===== src/shared/rtca_pkg.sv =====
// Constants shared by the calendar and alarm block: timing counts,
// register offsets, field positions, masks and reset values.
// Assumes a single 50 MHz clock and a plain strobe register port.
package rtca_pkg;
  // ----------------------------------------------------------------
  // Timing
  // ----------------------------------------------------------------
  localparam int CLK_PERIOD_NS   = 20;
  localparam int HALF_SEC_MS     = 500;
  localparam int HALF_SEC_CYCLES = HALF_SEC_MS * 1_000_000 / CLK_PERIOD_NS;
  localparam int SLOW_CLK_HZ     = 32_768;
  localparam int SYNC_LEAD_EDGES = 32;
  localparam int SYNC_LEAD_CYCLES =
    SYNC_LEAD_EDGES * (1_000_000_000 / SLOW_CLK_HZ) / CLK_PERIOD_NS;
  // ----------------------------------------------------------------
  // Register offsets (byte addresses)
  // ----------------------------------------------------------------
  localparam logic [7:0] OFS_CTRL  = 8'h00;
  localparam logic [7:0] OFS_CTIME = 8'h04;
  localparam logic [7:0] OFS_CDATE = 8'h08;
  localparam logic [7:0] OFS_ATIME = 8'h0C;
  localparam logic [7:0] OFS_ADATE = 8'h10;
  localparam logic [7:0] OFS_STS   = 8'h14;
  localparam logic [7:0] OFS_MSK   = 8'h18;
  // Control bits
  localparam int CTRL_ON_BIT     = 0;
  localparam int CTRL_ALM_BIT    = 1;
  localparam int CTRL_SYNC_BIT   = 2;
  localparam int CTRL_PINIT_BIT  = 3;
  localparam int CTRL_DMATCH_BIT = 4;
  // Event bits of status and mask
  localparam int EV_ALARM = 0;
  localparam int EV_SEC   = 1;
  localparam int EV_W     = 2;
  // ----------------------------------------------------------------
  // Field positions
  // ----------------------------------------------------------------
  localparam int HR_U_LSB   = 24;
  localparam int MIN_U_LSB  = 16;
  localparam int SEC_U_LSB  = 8;
  localparam int HALF_BIT   = 7;
  localparam int YR_U_LSB   = 24;
  localparam int MON_U_LSB  = 16;
  localparam int DAY_U_LSB  = 8;
  localparam int WDAY_LSB   = 0;
  // Implemented bits of each word
  localparam logic [31:0] TIME_MASK  = 32'h3F7F_7F00;
  localparam logic [31:0] ADATE_MASK = 32'h001F_3F07;
  localparam logic [31:0] CDATE_MASK = 32'hFF1F_3F07;
  // Reset values
  localparam logic [31:0] CTIME_RST = 32'h0000_0000;
  localparam logic [31:0] CDATE_RST = 32'h0001_0106;
  localparam logic [31:0] ALARM_RST = 32'h0000_0000;
  localparam logic [4:0]  CTRL_RST  = 5'h00;
endpackage


===== src/verilog/rtca_tick_gen.sv =====
// Half-second prescaler: an enable pulse for seconds, the half-second phase level,
// plus the update-imminent window ahead of each seconds update.
// Assumes run and restart come from logic on ref_clk.
`timescale 1ns/1ps
`default_nettype none
module rtca_tick_gen #(
  parameter int HALF_CNT = rtca_pkg::HALF_SEC_CYCLES,
  parameter int LEAD_CNT = rtca_pkg::SYNC_LEAD_CYCLES
) (
  input  wire logic ref_clk,
  input  wire logic srst,
  input  wire logic run,
  input  wire logic restart,
  output logic      sec_tick,
  output logic      half_phase,
  output logic      near_upd
);
  typedef struct packed {
    logic [31:0] cnt;
    logic        phase;
  } rtca_tick_state_type;
  rtca_tick_state_type s_q, s_d;
  logic wrap;

  // Count cycles, flip phase each half second
  always_comb begin
    s_d  = s_q;
    wrap = run && (s_q.cnt == 32'(HALF_CNT - 1));
    if (restart) begin
      s_d.cnt   = '0;
      s_d.phase = 1'b0;
    end else if (wrap) begin
      s_d.cnt   = '0;
      s_d.phase = ~s_q.phase;
    end else if (run) begin
      s_d.cnt = s_q.cnt + 32'd1;
    end
  end

  always_ff @(posedge ref_clk) begin
    if (srst) begin
      s_q <= '0;
    end else begin
      s_q <= s_d;
    end
  end

  // Seconds update on the second half-second wrap
  assign sec_tick   = wrap && s_q.phase && !restart;
  assign half_phase = s_q.phase;
  assign near_upd   = run && s_q.phase &&
                      (s_q.cnt >= 32'(HALF_CNT - LEAD_CNT));
endmodule // rtca_tick_gen
`default_nettype wire


===== src/verilog/rtca_cal_next.sv =====
// Next-second value of the time and date words, BCD throughout.
// Purely combinational; the caller decides when to take it.
`timescale 1ns/1ps
`default_nettype none
module rtca_cal_next (
  input  wire logic [31:0] cur_time,
  input  wire logic [31:0] cur_date,
  output logic      [31:0] nxt_time,
  output logic      [31:0] nxt_date
);
  import rtca_pkg::*;

  // decimal digit carry
  // Two-digit BCD step: {carry, value}
  function automatic logic [8:0] bcd_step(input logic [7:0] v,
                                          input logic [7:0] last,
                                          input logic [7:0] first);
    if (v == last) begin
      return {1'b1, first};
    end else if (v[3:0] == 4'h9) begin
      return {1'b0, v[7:4] + 4'h1, 4'h0};
    end else begin
      return {1'b0, v[7:4], v[3:0] + 4'h1};
    end
  endfunction

  logic [8:0] sec_s, min_s, hr_s, day_s, mon_s, yr_s;
  logic [7:0] dim;
  logic       leap;

  // Leap years: in 2000-2099, any year divisible by four
  always_comb begin
    leap = ((cur_date[YR_U_LSB +: 2] + {cur_date[YR_U_LSB + 4], 1'b0})
            == 2'b00);
    unique case (cur_date[MON_U_LSB +: 5])
      5'h02:                      dim = leap ? 8'h29 : 8'h28;
      5'h04, 5'h06, 5'h09, 5'h11: dim = 8'h30;
      default:                    dim = 8'h31;
    endcase
  end

  // Digit carries from seconds up to years
  always_comb begin
    sec_s = bcd_step({1'b0, cur_time[SEC_U_LSB +: 7]}, 8'h59, 8'h00);
    min_s = bcd_step({1'b0, cur_time[MIN_U_LSB +: 7]}, 8'h59, 8'h00);
    hr_s  = bcd_step({2'b00, cur_time[HR_U_LSB +: 6]}, 8'h23, 8'h00);
    day_s = bcd_step({2'b00, cur_date[DAY_U_LSB +: 6]}, dim, 8'h01);
    mon_s = bcd_step({3'b000, cur_date[MON_U_LSB +: 5]}, 8'h12, 8'h01);
    yr_s  = bcd_step(cur_date[YR_U_LSB +: 8], 8'h99, 8'h00);
    nxt_time = cur_time & TIME_MASK;
    nxt_date = cur_date & CDATE_MASK;
    nxt_time[SEC_U_LSB +: 7] = sec_s[6:0];
    if (sec_s[8]) nxt_time[MIN_U_LSB +: 7] = min_s[6:0];
    if (sec_s[8] && min_s[8]) nxt_time[HR_U_LSB +: 6] = hr_s[5:0];
    if (sec_s[8] && min_s[8] && hr_s[8]) begin
      nxt_date[DAY_U_LSB +: 6] = day_s[5:0];
      nxt_date[WDAY_LSB +: 3] = (cur_date[WDAY_LSB +: 3] == 3'd6) ?
                                3'd0 : cur_date[WDAY_LSB +: 3] + 3'd1;
      if (day_s[8]) nxt_date[MON_U_LSB +: 5] = mon_s[4:0];
      if (day_s[8] && mon_s[8]) nxt_date[YR_U_LSB +: 8] = yr_s[7:0];
    end
  end
endmodule // rtca_cal_next
`default_nettype wire


===== src/verilog/rtca_top.sv =====
// Calendar clock with alarm time/date registers, alarm match,
// alarm pulse output and a masked sticky interrupt.
// Assumes one 50 MHz clock and a strobe-based register master that
// never asserts read and write strobes together.
//
// The register addresses and the strobed register port were left to the implementer.
`timescale 1ns/1ps
`default_nettype none

// Behaviour
// - Alarm time keeps hours tens in 29-28 and hours units in 27-24.
// - Alarm time keeps minutes tens in 22-20 and units in 19-16.
// - Alarm time keeps seconds tens in 14-12 and units in 11-8.
// - Alarm date keeps day tens in 13-12 and day units in 11-8.
// - Alarm date keeps weekday in 2-0 and bits 7-3 read zero.
// - Two modes exist, plain calendar counting and alarm matching.
// - The calendar runs 2000 to 2099 with automatic leap years.
// - Hours are only kept in 24-hour form.
// - Time is set to whole seconds, with a readable half-second bit.
// - Every digit of time and date is its own BCD field of up to 4 bits.
// - Each alarm match sets the alarm status and toggles the pulse; the interrupt follows only when unmasked.
module rtca_top #(
  parameter int HALF_CNT = rtca_pkg::HALF_SEC_CYCLES,
  parameter int LEAD_CNT = rtca_pkg::SYNC_LEAD_CYCLES
) (
  input  wire logic        ref_clk,
  input  wire logic        srst,
  input  wire logic [7:0]  addr,
  input  wire logic [31:0] wr_data,
  input  wire logic        wr_en,
  input  wire logic        rd_en,
  output logic      [31:0] rd_data,
  output logic             irq,
  output logic             alarm_pulse
);
  import rtca_pkg::*;

  // ----------------------------------------------------------------
  // State
  // ----------------------------------------------------------------
  typedef struct packed {
    logic              on;
    logic              alm_en;
    logic              pulse_init;
    logic              date_match;
    logic [31:0]       ctime;
    logic [31:0]       cdate;
    logic [31:0]       atime;
    logic [31:0]       adate;
    logic [EV_W-1:0]   sts;
    logic [EV_W-1:0]   msk;
    logic [31:0]       rdata;
    logic              irq;
    logic              pulse;
  } rtca_top_state_type;

  rtca_top_state_type s_q, s_d;

  logic        sec_tick;
  logic        half_phase;
  logic        near_upd;
  logic        sec_wr;
  logic [31:0] nxt_time;
  logic [31:0] nxt_date;
  logic        alm_match;
  logic        time_eq;
  logic        date_eq;
  logic [EV_W-1:0] ev_set;
  logic [EV_W-1:0] ev_clr;

  // Write decode helper
  function automatic logic wr_hit(input logic [7:0] ofs);
    return wr_en && (addr == ofs);
  endfunction

  // ----------------------------------------------------------------
  // Prescaler and next-second calendar
  // ----------------------------------------------------------------
  // seconds write restarts prescaler
  assign sec_wr = wr_hit(OFS_CTIME);

  rtca_tick_gen #(
    .HALF_CNT (HALF_CNT),
    .LEAD_CNT (LEAD_CNT)
  ) u_tick (
    .ref_clk    (ref_clk),
    .srst       (srst),
    .run        (s_q.on),
    .restart    (sec_wr),
    .sec_tick   (sec_tick),
    .half_phase (half_phase),
    .near_upd   (near_upd)
  );

  rtca_cal_next u_next (
    .cur_time (s_q.ctime),
    .cur_date (s_q.cdate),
    .nxt_time (nxt_time),
    .nxt_date (nxt_date)
  );

  // ----------------------------------------------------------------
  // Alarm match
  // ----------------------------------------------------------------
  // matching only in alarm mode
  always_comb begin
    time_eq   = (nxt_time & TIME_MASK) == s_q.atime;
    date_eq   = (nxt_date & ADATE_MASK) == s_q.adate;
    alm_match = sec_tick && s_q.alm_en && time_eq &&
                (date_eq || !s_q.date_match);
  end

  // ----------------------------------------------------------------
  // Next state
  // ----------------------------------------------------------------
  always_comb begin
    s_d    = s_q;
    ev_set = '0;
    ev_clr = '0;
    ev_set[EV_ALARM] = alm_match;
    ev_set[EV_SEC]   = sec_tick;
    if (sec_tick) begin
      s_d.ctime = nxt_time;
      s_d.cdate = nxt_date;
    end
    // pulse toggles per match, preset outside alarm mode
    if (!s_q.alm_en) begin
      s_d.pulse = s_q.pulse_init;
    end else if (alm_match) begin
      s_d.pulse = ~s_q.pulse;
    end
    // Control word
    if (wr_hit(OFS_CTRL)) begin
      s_d.on         = wr_data[CTRL_ON_BIT];
      s_d.alm_en     = wr_data[CTRL_ALM_BIT];
      s_d.pulse_init = wr_data[CTRL_PINIT_BIT];
      s_d.date_match = wr_data[CTRL_DMATCH_BIT];
    end
    // time word holds BCD digits, writes win over the tick
    if (sec_wr) begin
      s_d.ctime = wr_data & TIME_MASK;
    end
    if (wr_hit(OFS_CDATE)) begin
      s_d.cdate = wr_data & CDATE_MASK;
    end
    if (wr_hit(OFS_ATIME)) begin
      s_d.atime = wr_data & TIME_MASK;
    end
    if (wr_hit(OFS_ADATE)) begin
      s_d.adate = wr_data & ADATE_MASK;
    end
    if (wr_hit(OFS_MSK)) begin
      s_d.msk = wr_data[EV_W-1:0];
    end
    // Sticky status: write one clears, a new event wins
    if (wr_hit(OFS_STS)) begin
      ev_clr = wr_data[EV_W-1:0];
    end
    s_d.sts = (s_q.sts & ~ev_clr) | ev_set;
    s_d.irq = |(s_d.sts & s_d.msk);
    // Read data, one cycle after the strobe, zero when idle
    s_d.rdata = '0;
    if (rd_en) begin
      unique case (addr)
        OFS_CTRL: begin
          s_d.rdata[CTRL_ON_BIT]     = s_q.on;
          s_d.rdata[CTRL_ALM_BIT]    = s_q.alm_en;
          s_d.rdata[CTRL_SYNC_BIT]   = near_upd;
          s_d.rdata[CTRL_PINIT_BIT]  = s_q.pulse_init;
          s_d.rdata[CTRL_DMATCH_BIT] = s_q.date_match;
        end
        OFS_CTIME: begin
          s_d.rdata = s_q.ctime;
          s_d.rdata[HALF_BIT] = half_phase;
        end
        OFS_CDATE: s_d.rdata = s_q.cdate;
        OFS_ATIME: s_d.rdata = s_q.atime;
        OFS_ADATE: s_d.rdata = s_q.adate;
        OFS_STS:   s_d.rdata[EV_W-1:0] = s_q.sts;
        OFS_MSK:   s_d.rdata[EV_W-1:0] = s_q.msk;
        default:   s_d.rdata = '0;
      endcase
    end
  end

  // State register
  always_ff @(posedge ref_clk) begin
    if (srst) begin
      s_q            <= '0;
      s_q.on         <= CTRL_RST[CTRL_ON_BIT];
      s_q.alm_en     <= CTRL_RST[CTRL_ALM_BIT];
      s_q.pulse_init <= CTRL_RST[CTRL_PINIT_BIT];
      s_q.date_match <= CTRL_RST[CTRL_DMATCH_BIT];
      s_q.ctime      <= CTIME_RST;
      s_q.cdate      <= CDATE_RST;
      s_q.atime      <= ALARM_RST;
      s_q.adate      <= ALARM_RST;
    end else begin
      s_q <= s_d;
    end
  end

  // Outputs straight from flops
  assign rd_data     = s_q.rdata;
  assign irq         = s_q.irq;
  assign alarm_pulse = s_q.pulse;
endmodule // rtca_top
`default_nettype wire


===== config.mk =====
export PLATFORM = sky130hd
export DESIGN_NAME = rtca_top
export DESIGN_NICKNAME = d
export VERILOG_FILES = /design/src/shared/rtca_pkg.sv /design/src/verilog/rtca_tick_gen.sv /design/src/verilog/rtca_cal_next.sv /design/src/verilog/rtca_top.sv
export SDC_FILE = /design/constraint.sdc
export NUM_CORES = 1
export LEC_CHECK = 0
export ABC_AREA = 0
export ABC_CLOCK_PERIOD_IN_PS = 4000
export BUFFER_PORTS_ARGS = -buffer_cell sky130_fd_sc_hd__buf_2
export CORE_AREA = 2 2 124 151
export DETAILED_ROUTE_END_ITERATION = 12
export DIE_AREA = 0 0 126 153
export GPL_ROUTABILITY_DRIVEN = 0
export GPL_TIMING_DRIVEN = 0
export PLACE_DENSITY = 0.78
export SKIP_LAST_GASP = 1
export SLEW_MARGIN = 20
export SYNTH_ARGS = -nofsm -noshare
export SYNTH_HDL_FRONTEND = slang
export SYNTH_SLANG_ARGS = --single-unit

===== constraint.sdc =====
create_clock -name ref_clk -period 4 [get_ports ref_clk]
set_input_delay 0.4 -clock ref_clk [delete_from_list [all_inputs] [get_ports ref_clk]]
set_output_delay 0.4 -clock ref_clk [all_outputs]
set_load 0.05 [all_outputs]

* After elaboration in Yosys (flattened, before gate mapping)
Index checks and enable logic that the tools add are counted.
** Word-level totals
- Bits in registers :: 151
- Bits in latches :: 0
- Bits in writable memories :: 0
- Bits in read-only memories :: 0
- Input port bits :: 44
- Output and inout port bits :: 34
- Logic and storage cells :: 136
- Memories kept :: 0
** Operators by class
- Add/sub/neg operators :: 15
- $mul :: 0
- Divide/modulo/power cells :: 0
- Magnitude comparators :: 1
- Equality and inequality tests :: 28
- Shift operators :: 0
- Muxes and demuxes :: 33
- Bitwise operators :: 7
- Reduce and logical (&&, ||, !) cells :: 35
** Operators by type and width (count)
- $pmux 27 s4 :: 1
- $mux 8 :: 9
- $mux 62 :: 1
- $mux 9 :: 5
- $add 32x1->32 const B :: 1
- $eq 32x25->1 const B :: 1
- $ge 32x25->1 const B :: 1
- $mux 32 :: 1
- $mux 30 :: 1
- $add 4x1->4 const B :: 7
- $eq 4x4->1 const B :: 6
- $eq 8x5->1 const B :: 3
- $eq 20x20->1 :: 1
- $logic_and 1x1->1 :: 18
- $eq 8x4->1 const B :: 2
- $pmux 8 s2 :: 1
- $eq 14x14->1 :: 1
- $eq 7x7->1 const B :: 2
- $mux 6 :: 2
- $eq 5x3->1 const B :: 2
- $eq 5x5->1 const B :: 2
- $mux 5 :: 2
- $pmux 2 s5 :: 1
- $pmux 3 s3 :: 1
- other kinds (32) :: 47

* Longest topological paths before layout
- Word-level depth :: 14
- Mapped depth :: 13
- Mapped depth without buffers :: 11

* Hierarchy
Synthesis repeated with hierarchy kept, for this count alone.
** Second synthesis, totals
- Cell total of the unflattened synthesis :: 1144
- Area total of the unflattened synthesis :: 9708.1 um^2
** By module, submodules not included
- rtca_top :: instances 1, cells each 696, area each 6282.3 um^2, sequential area each 2802.7 um^2
- rtca_tick_gen :: instances 1, cells each 211, area each 1838.0 um^2, sequential area each 660.6 um^2
- rtca_cal_next :: instances 1, cells each 237, area each 1587.8 um^2, sequential area each 0.0 um^2

* Least setup slack after synthesis
Ideal clock, no wire load.
- Path type :: register to register
- Start :: register s_q[146] in the netlist's numbering
- End :: register s_q (netlist bit alarm_pulse)
- Library setup time :: 0.087 ns
- Arrival time :: 3.008 ns
- Required time :: 3.913 ns
- Slack :: 0.904 ns
- Cell stages (with the launch flop) :: 11
- Buffers on the path :: 0
- Period minus slack after synthesis :: 3.096 ns
- Cell sequence :: dfxtp_1 -> ha_1 -> nand4b_1 -> nor3_1 -> mux2i_1 -> xnor2_1 -> or3_1 -> nor4_2 -> a21oi_1 -> o31a_1 -> nor4b_2
** On the way
- Word-level cells in the longest chain between the ends :: 9
- Elaborated cells on any way between the ends :: 17
- Those cells by class :: add/sub (1); eq/ne (4); mux (7); reduce/logical (5)
** Ends and longest elaborated chain
- from (decl) :: RTL line rtca_top.sv:57 : rtca_top_state_type s_q, s_d;
- parallel branches: the longest is 1 deep, another holds $add 3x1->4
- $mux 9 (*) :: RTL line rtca_cal_next.sv:18 : if (v == last) begin
- $logic_and 1x1->1 :: RTL line rtca_cal_next.sv:54, rtca_cal_next.sv:55
- $logic_and 1x1->1 :: RTL line rtca_cal_next.sv:55 : if (sec_s[8] && min_s[8] && hr_s[8]) begin
- $mux 3, or another cell as far along :: RTL line rtca_cal_next.sv:55
- $eq 14x14->1 :: RTL line rtca_top.sv:108 : date_eq = (nxt_date & ADATE_MASK) == s_q.adate;
- $logic_or 1x1->1 :: RTL line rtca_top.sv:110 : (date_eq || !s_q.date_match);
- $logic_and 1x1->1 (*) :: RTL line rtca_top.sv:109 : alm_match = sec_tick && s_q.alm_en && time_eq &&
- $ne 2x1->1 (no line) (*)
Every way passes the cells marked *.
A chain may end at the register's enable or synchronous reset.

* Worst setup path after layout
- Start :: register s_q[142] in the netlist's numbering
- End :: register s_q (netlist bit alarm_pulse)
** On the way
- Word-level cells in the longest chain between the ends :: 9
- Elaborated cells on any way between the ends :: 18
- Those cells by class :: add/sub (1); eq/ne (5); mux (7); reduce/logical (5)
** Ends and longest elaborated chain (RTL line)
- parallel branches: the longest is 1 deep, another holds $add 4x1->4
- $mux 9 (*) :: rtca_cal_next.sv:18
- $logic_and 1x1->1 :: rtca_cal_next.sv:54, rtca_cal_next.sv:55
- $logic_and 1x1->1 :: rtca_cal_next.sv:55
- $mux 3, or another cell as far along :: rtca_cal_next.sv:55
- $eq 14x14->1 :: rtca_top.sv:108
- $logic_or 1x1->1 :: rtca_top.sv:110
- $logic_and 1x1->1 (*) :: rtca_top.sv:109
- $ne 2x1->1 (no line) (*)
Marks and branches as above.

==> impl_metrics.ini <==
[floorplanning]
die_area_um2 = 19280
start_util_pct = 50.10
num_io_pins = 78
die_y_um = 153
fp-row-count = 54
die_w_um = 126
core_um2 = 17840

[run]
maxCapViolCount = 0

[hold_path]
min_to = s_q[104]
hold_path.class = in2reg
min_path_cells = 3
hp-start = wr_data[2]

[timing]
tightestPinTransition_ns = 1.029
slew_violations = 0
hold_viol = 0
rsz0062_at_grt = false
fmax_mhz = 261.0
fin_skew_ns = 0.009445
min_period_over_period_pct = 95.77
period_needed_ns = 3.831
slew_headroom_pct = 30.89
setup_ws_ns = 0.1692
setup_viol_count_final = 0

[worst_setup_path]
path_class = reg2reg
max_stage_delay_ns = 0.64
critPathLaunchType = flop
required_ns = 4.36
r2r-start = s_q[142]
r2r-end = alarm_pulse
arrival_ns = 4.19
end_kind = flop
reg2reg_slack_ns = 0.17
critical-path-slowest-cell = nor3_1
crit_chain = ha_1 > nand4b_1 > nor3_1 > mux2i_1 > xnor2_1 > or3_1 > nor4_2 > a21oi_1 > o31a_1 > nor4b_2
worstPathMaxFanout = 8
ff2ff_path_depth = 10

[synth]
yosysSeqAreaShare_pct = 32.93
synthFlopType = dfxtp_1
yosys_warnings = 0
synth_edf_count = 0
synth_cell_type_count = 81
yosys_register_bits = 147
synth.most_common_cell = dfxtp_1
synth_area_um2 = 8936
ys_top_cells_by_area = dfxtp_1 (33%), nand2_1 (6.0%), nor2_1 (5.7%), a21oi_1 (4.6%), mux2i_1 (3.1%)
async_reset_ff_share_pct = 0
synthCells = 1155
synth_top_area_share_pct = 32.93
synth.avg_cell_area_um2 = 7.737
synth_area_leader_cell = dfxtp_1
synth_common_cells = dfxtp_1 (147), nand2_1 (144), nor2_1 (135)

[grt]
grt_overflow = 0
antenna_found_initial = 0
grt_pass1_vias = 8551
grt_pass1_wl_um = 43640
grt_max_degree = 17
grtUsageTotal_pct = 28.35

[power_and_ir_drop]
leakage_nw = 3.754
irDropWorstVdd_mv = 0.2579
powerDensity_nw_per_um2 = 309.8

[clock_tree]
clock_sinks = 147
htreeDepth = 4
clkTransAtPathRegs_ns = 0.07
cts_inserted_buffers = 17
cts_root_buf = clkbuf_16
clk_latency_ns = 0.45
cts_tree = built
cts_max_path_buffers = 2
holdBufCountCts = 0

[route]
ant_nets = 0
drtPass1Iterations = 9
drc = 0
viasPerCell = 6.167
wirelength_um = 27750
vias = 9133
first_iter_violations = 995
wire_per_inst_um = 18.74

[final_layout]
multiInputGateArea_um2 = 5365
regArea_um2 = 2943
syn_to_final_growth_pct = 13.61
fin_nets = 1308
fillers = 1685
diodes = 0
stdcell_area_um2 = 10150
instances_no_fill = 1481
drive_above_1_share_pct = 14.32

[place]
placed_cells = 1448
placed_area_um2 = 9559
portBuffers = 66
place_ws_ns = -0.2016
hpwl_um = 20300

[run_status]
outcome = finished, final reports clean
where the power goes:
group	total (mW)	internal [mW]	switching, mW
registers	1.47	1.46	0.00182
logic	0.119	0.0304	0.0889
clock network	1.56	0.821	0.739
total	3.15	2.32	0.830
metal layers:
layer | track usage (%) | part of all wire [%]
met5 | 0 | 0
met4 | 16.75 | 5.8
met3 | 6.370 | 9.5
met2 | 45.95 | 45
met1 | 34.30 | 39
placed cells by master, fill, tap and decap left out, types with 17 or more instances in the layout:
master and instances:
nor2_1 135, xnor2_1 29, inv_1 31, dfxtp_1 147, a211oi_1 28, nand3_1 46, ha_1 20, xor2_1 27
nand2_1 144, clkbuf_16 17, mux2i_1 28, clkbuf_1 64, o21ai_0 47, a21oi_1 82, nor3_1 31, buf_4 36
buf_2 74
layout make-up:
| class | count | area share [%] |
|---|---|---|
| plain buffers | 108 | 5.386 |
| flip-flops and latches | 147 | 28.99 |
| multi-input cells | 872 | 52.85 |
| well taps | 224 | 2.761 |
| clock buffers | 17 | 4.190 |
| repair buffers | 67 | 3.328 |
| inverters | 31 | 1.146 |
| clock inverters | 15 | 1.356 |
kinds of logic (layout without fill, tap and decap cells):
group / Yosys count / after routing / share of synthesized area, %
fa+ha+maj: 20 / 20 / 2.800
flops: 147 / 147 / 32.93
other cells: 1 / 4 / 0.04196
xor+xnor: 56 / 56 / 5.489
simple gates: 501 / 501 / 28.17
buf+inv: 139 / 238 / 7.421
compound gates: 251 / 251 / 18.50
mux: 40 / 40 / 4.649
flip-flops by register name, indices dropped and copies added, names as in the netlist:
signal	count
u_tick.s_q	32
alarm_pulse	1
u_tick.half_phase	1
rd_data	28
s_q	84
irq	1
worst max-delay path by stage:
stage | startpoint | end | slack (ns) | cells past startpoint
final | s_q[142] | alarm_pulse | 0.17 | 10
after global routing | s_q[146] | alarm_pulse | 0.009 | 10
after CTS | s_q[154] | irq | 0.07 | 11
after detailed placement | s_q[146] | irq | -0.20 | 11
after global placement | s_q[146] | irq | -0.19 | 11
after floorplan | s_q[146] | alarm_pulse | 0.90 | 10
worst max-delay path, delay by kind of cell (launching register included):
family          cells  cell delay, ns
flops               1            0.45
mux                 1            0.32
compound gates      2            0.45
fa+ha+maj           1            0.34
simple gates        5            2.04
xor+xnor            1            0.13
through the flow:
stage | total power, mW | setup TNS, ns | hold slack, ns | utilization (%)
3_5_place_dp | 1.613 | -0.2088 | 0.4750 | 53.59
5_1_grt | 3.218 | 0 | 0.1978 | 56.92
6_report | 3.145 | 0 | 0.1921 | 56.92
3_3_place_gp | 1.613 | -0.1933 | 0.4639 | 53.58
2_1_floorplan | 1.553 | 0 | 0.4451 | -
4_1_cts | 3.139 | 0 | 0.1885 | 56.79
what timing repair did:
item | in CTS | in global routing
gates resized for setup | 0 | 3
pin swaps | 1 | 0
buffers inserted | 1 | 0
endpoints found under the setup margin | 3 | 3
cloned | 0 | 0
Note: power is estimated with default switching activity, not from simulation.
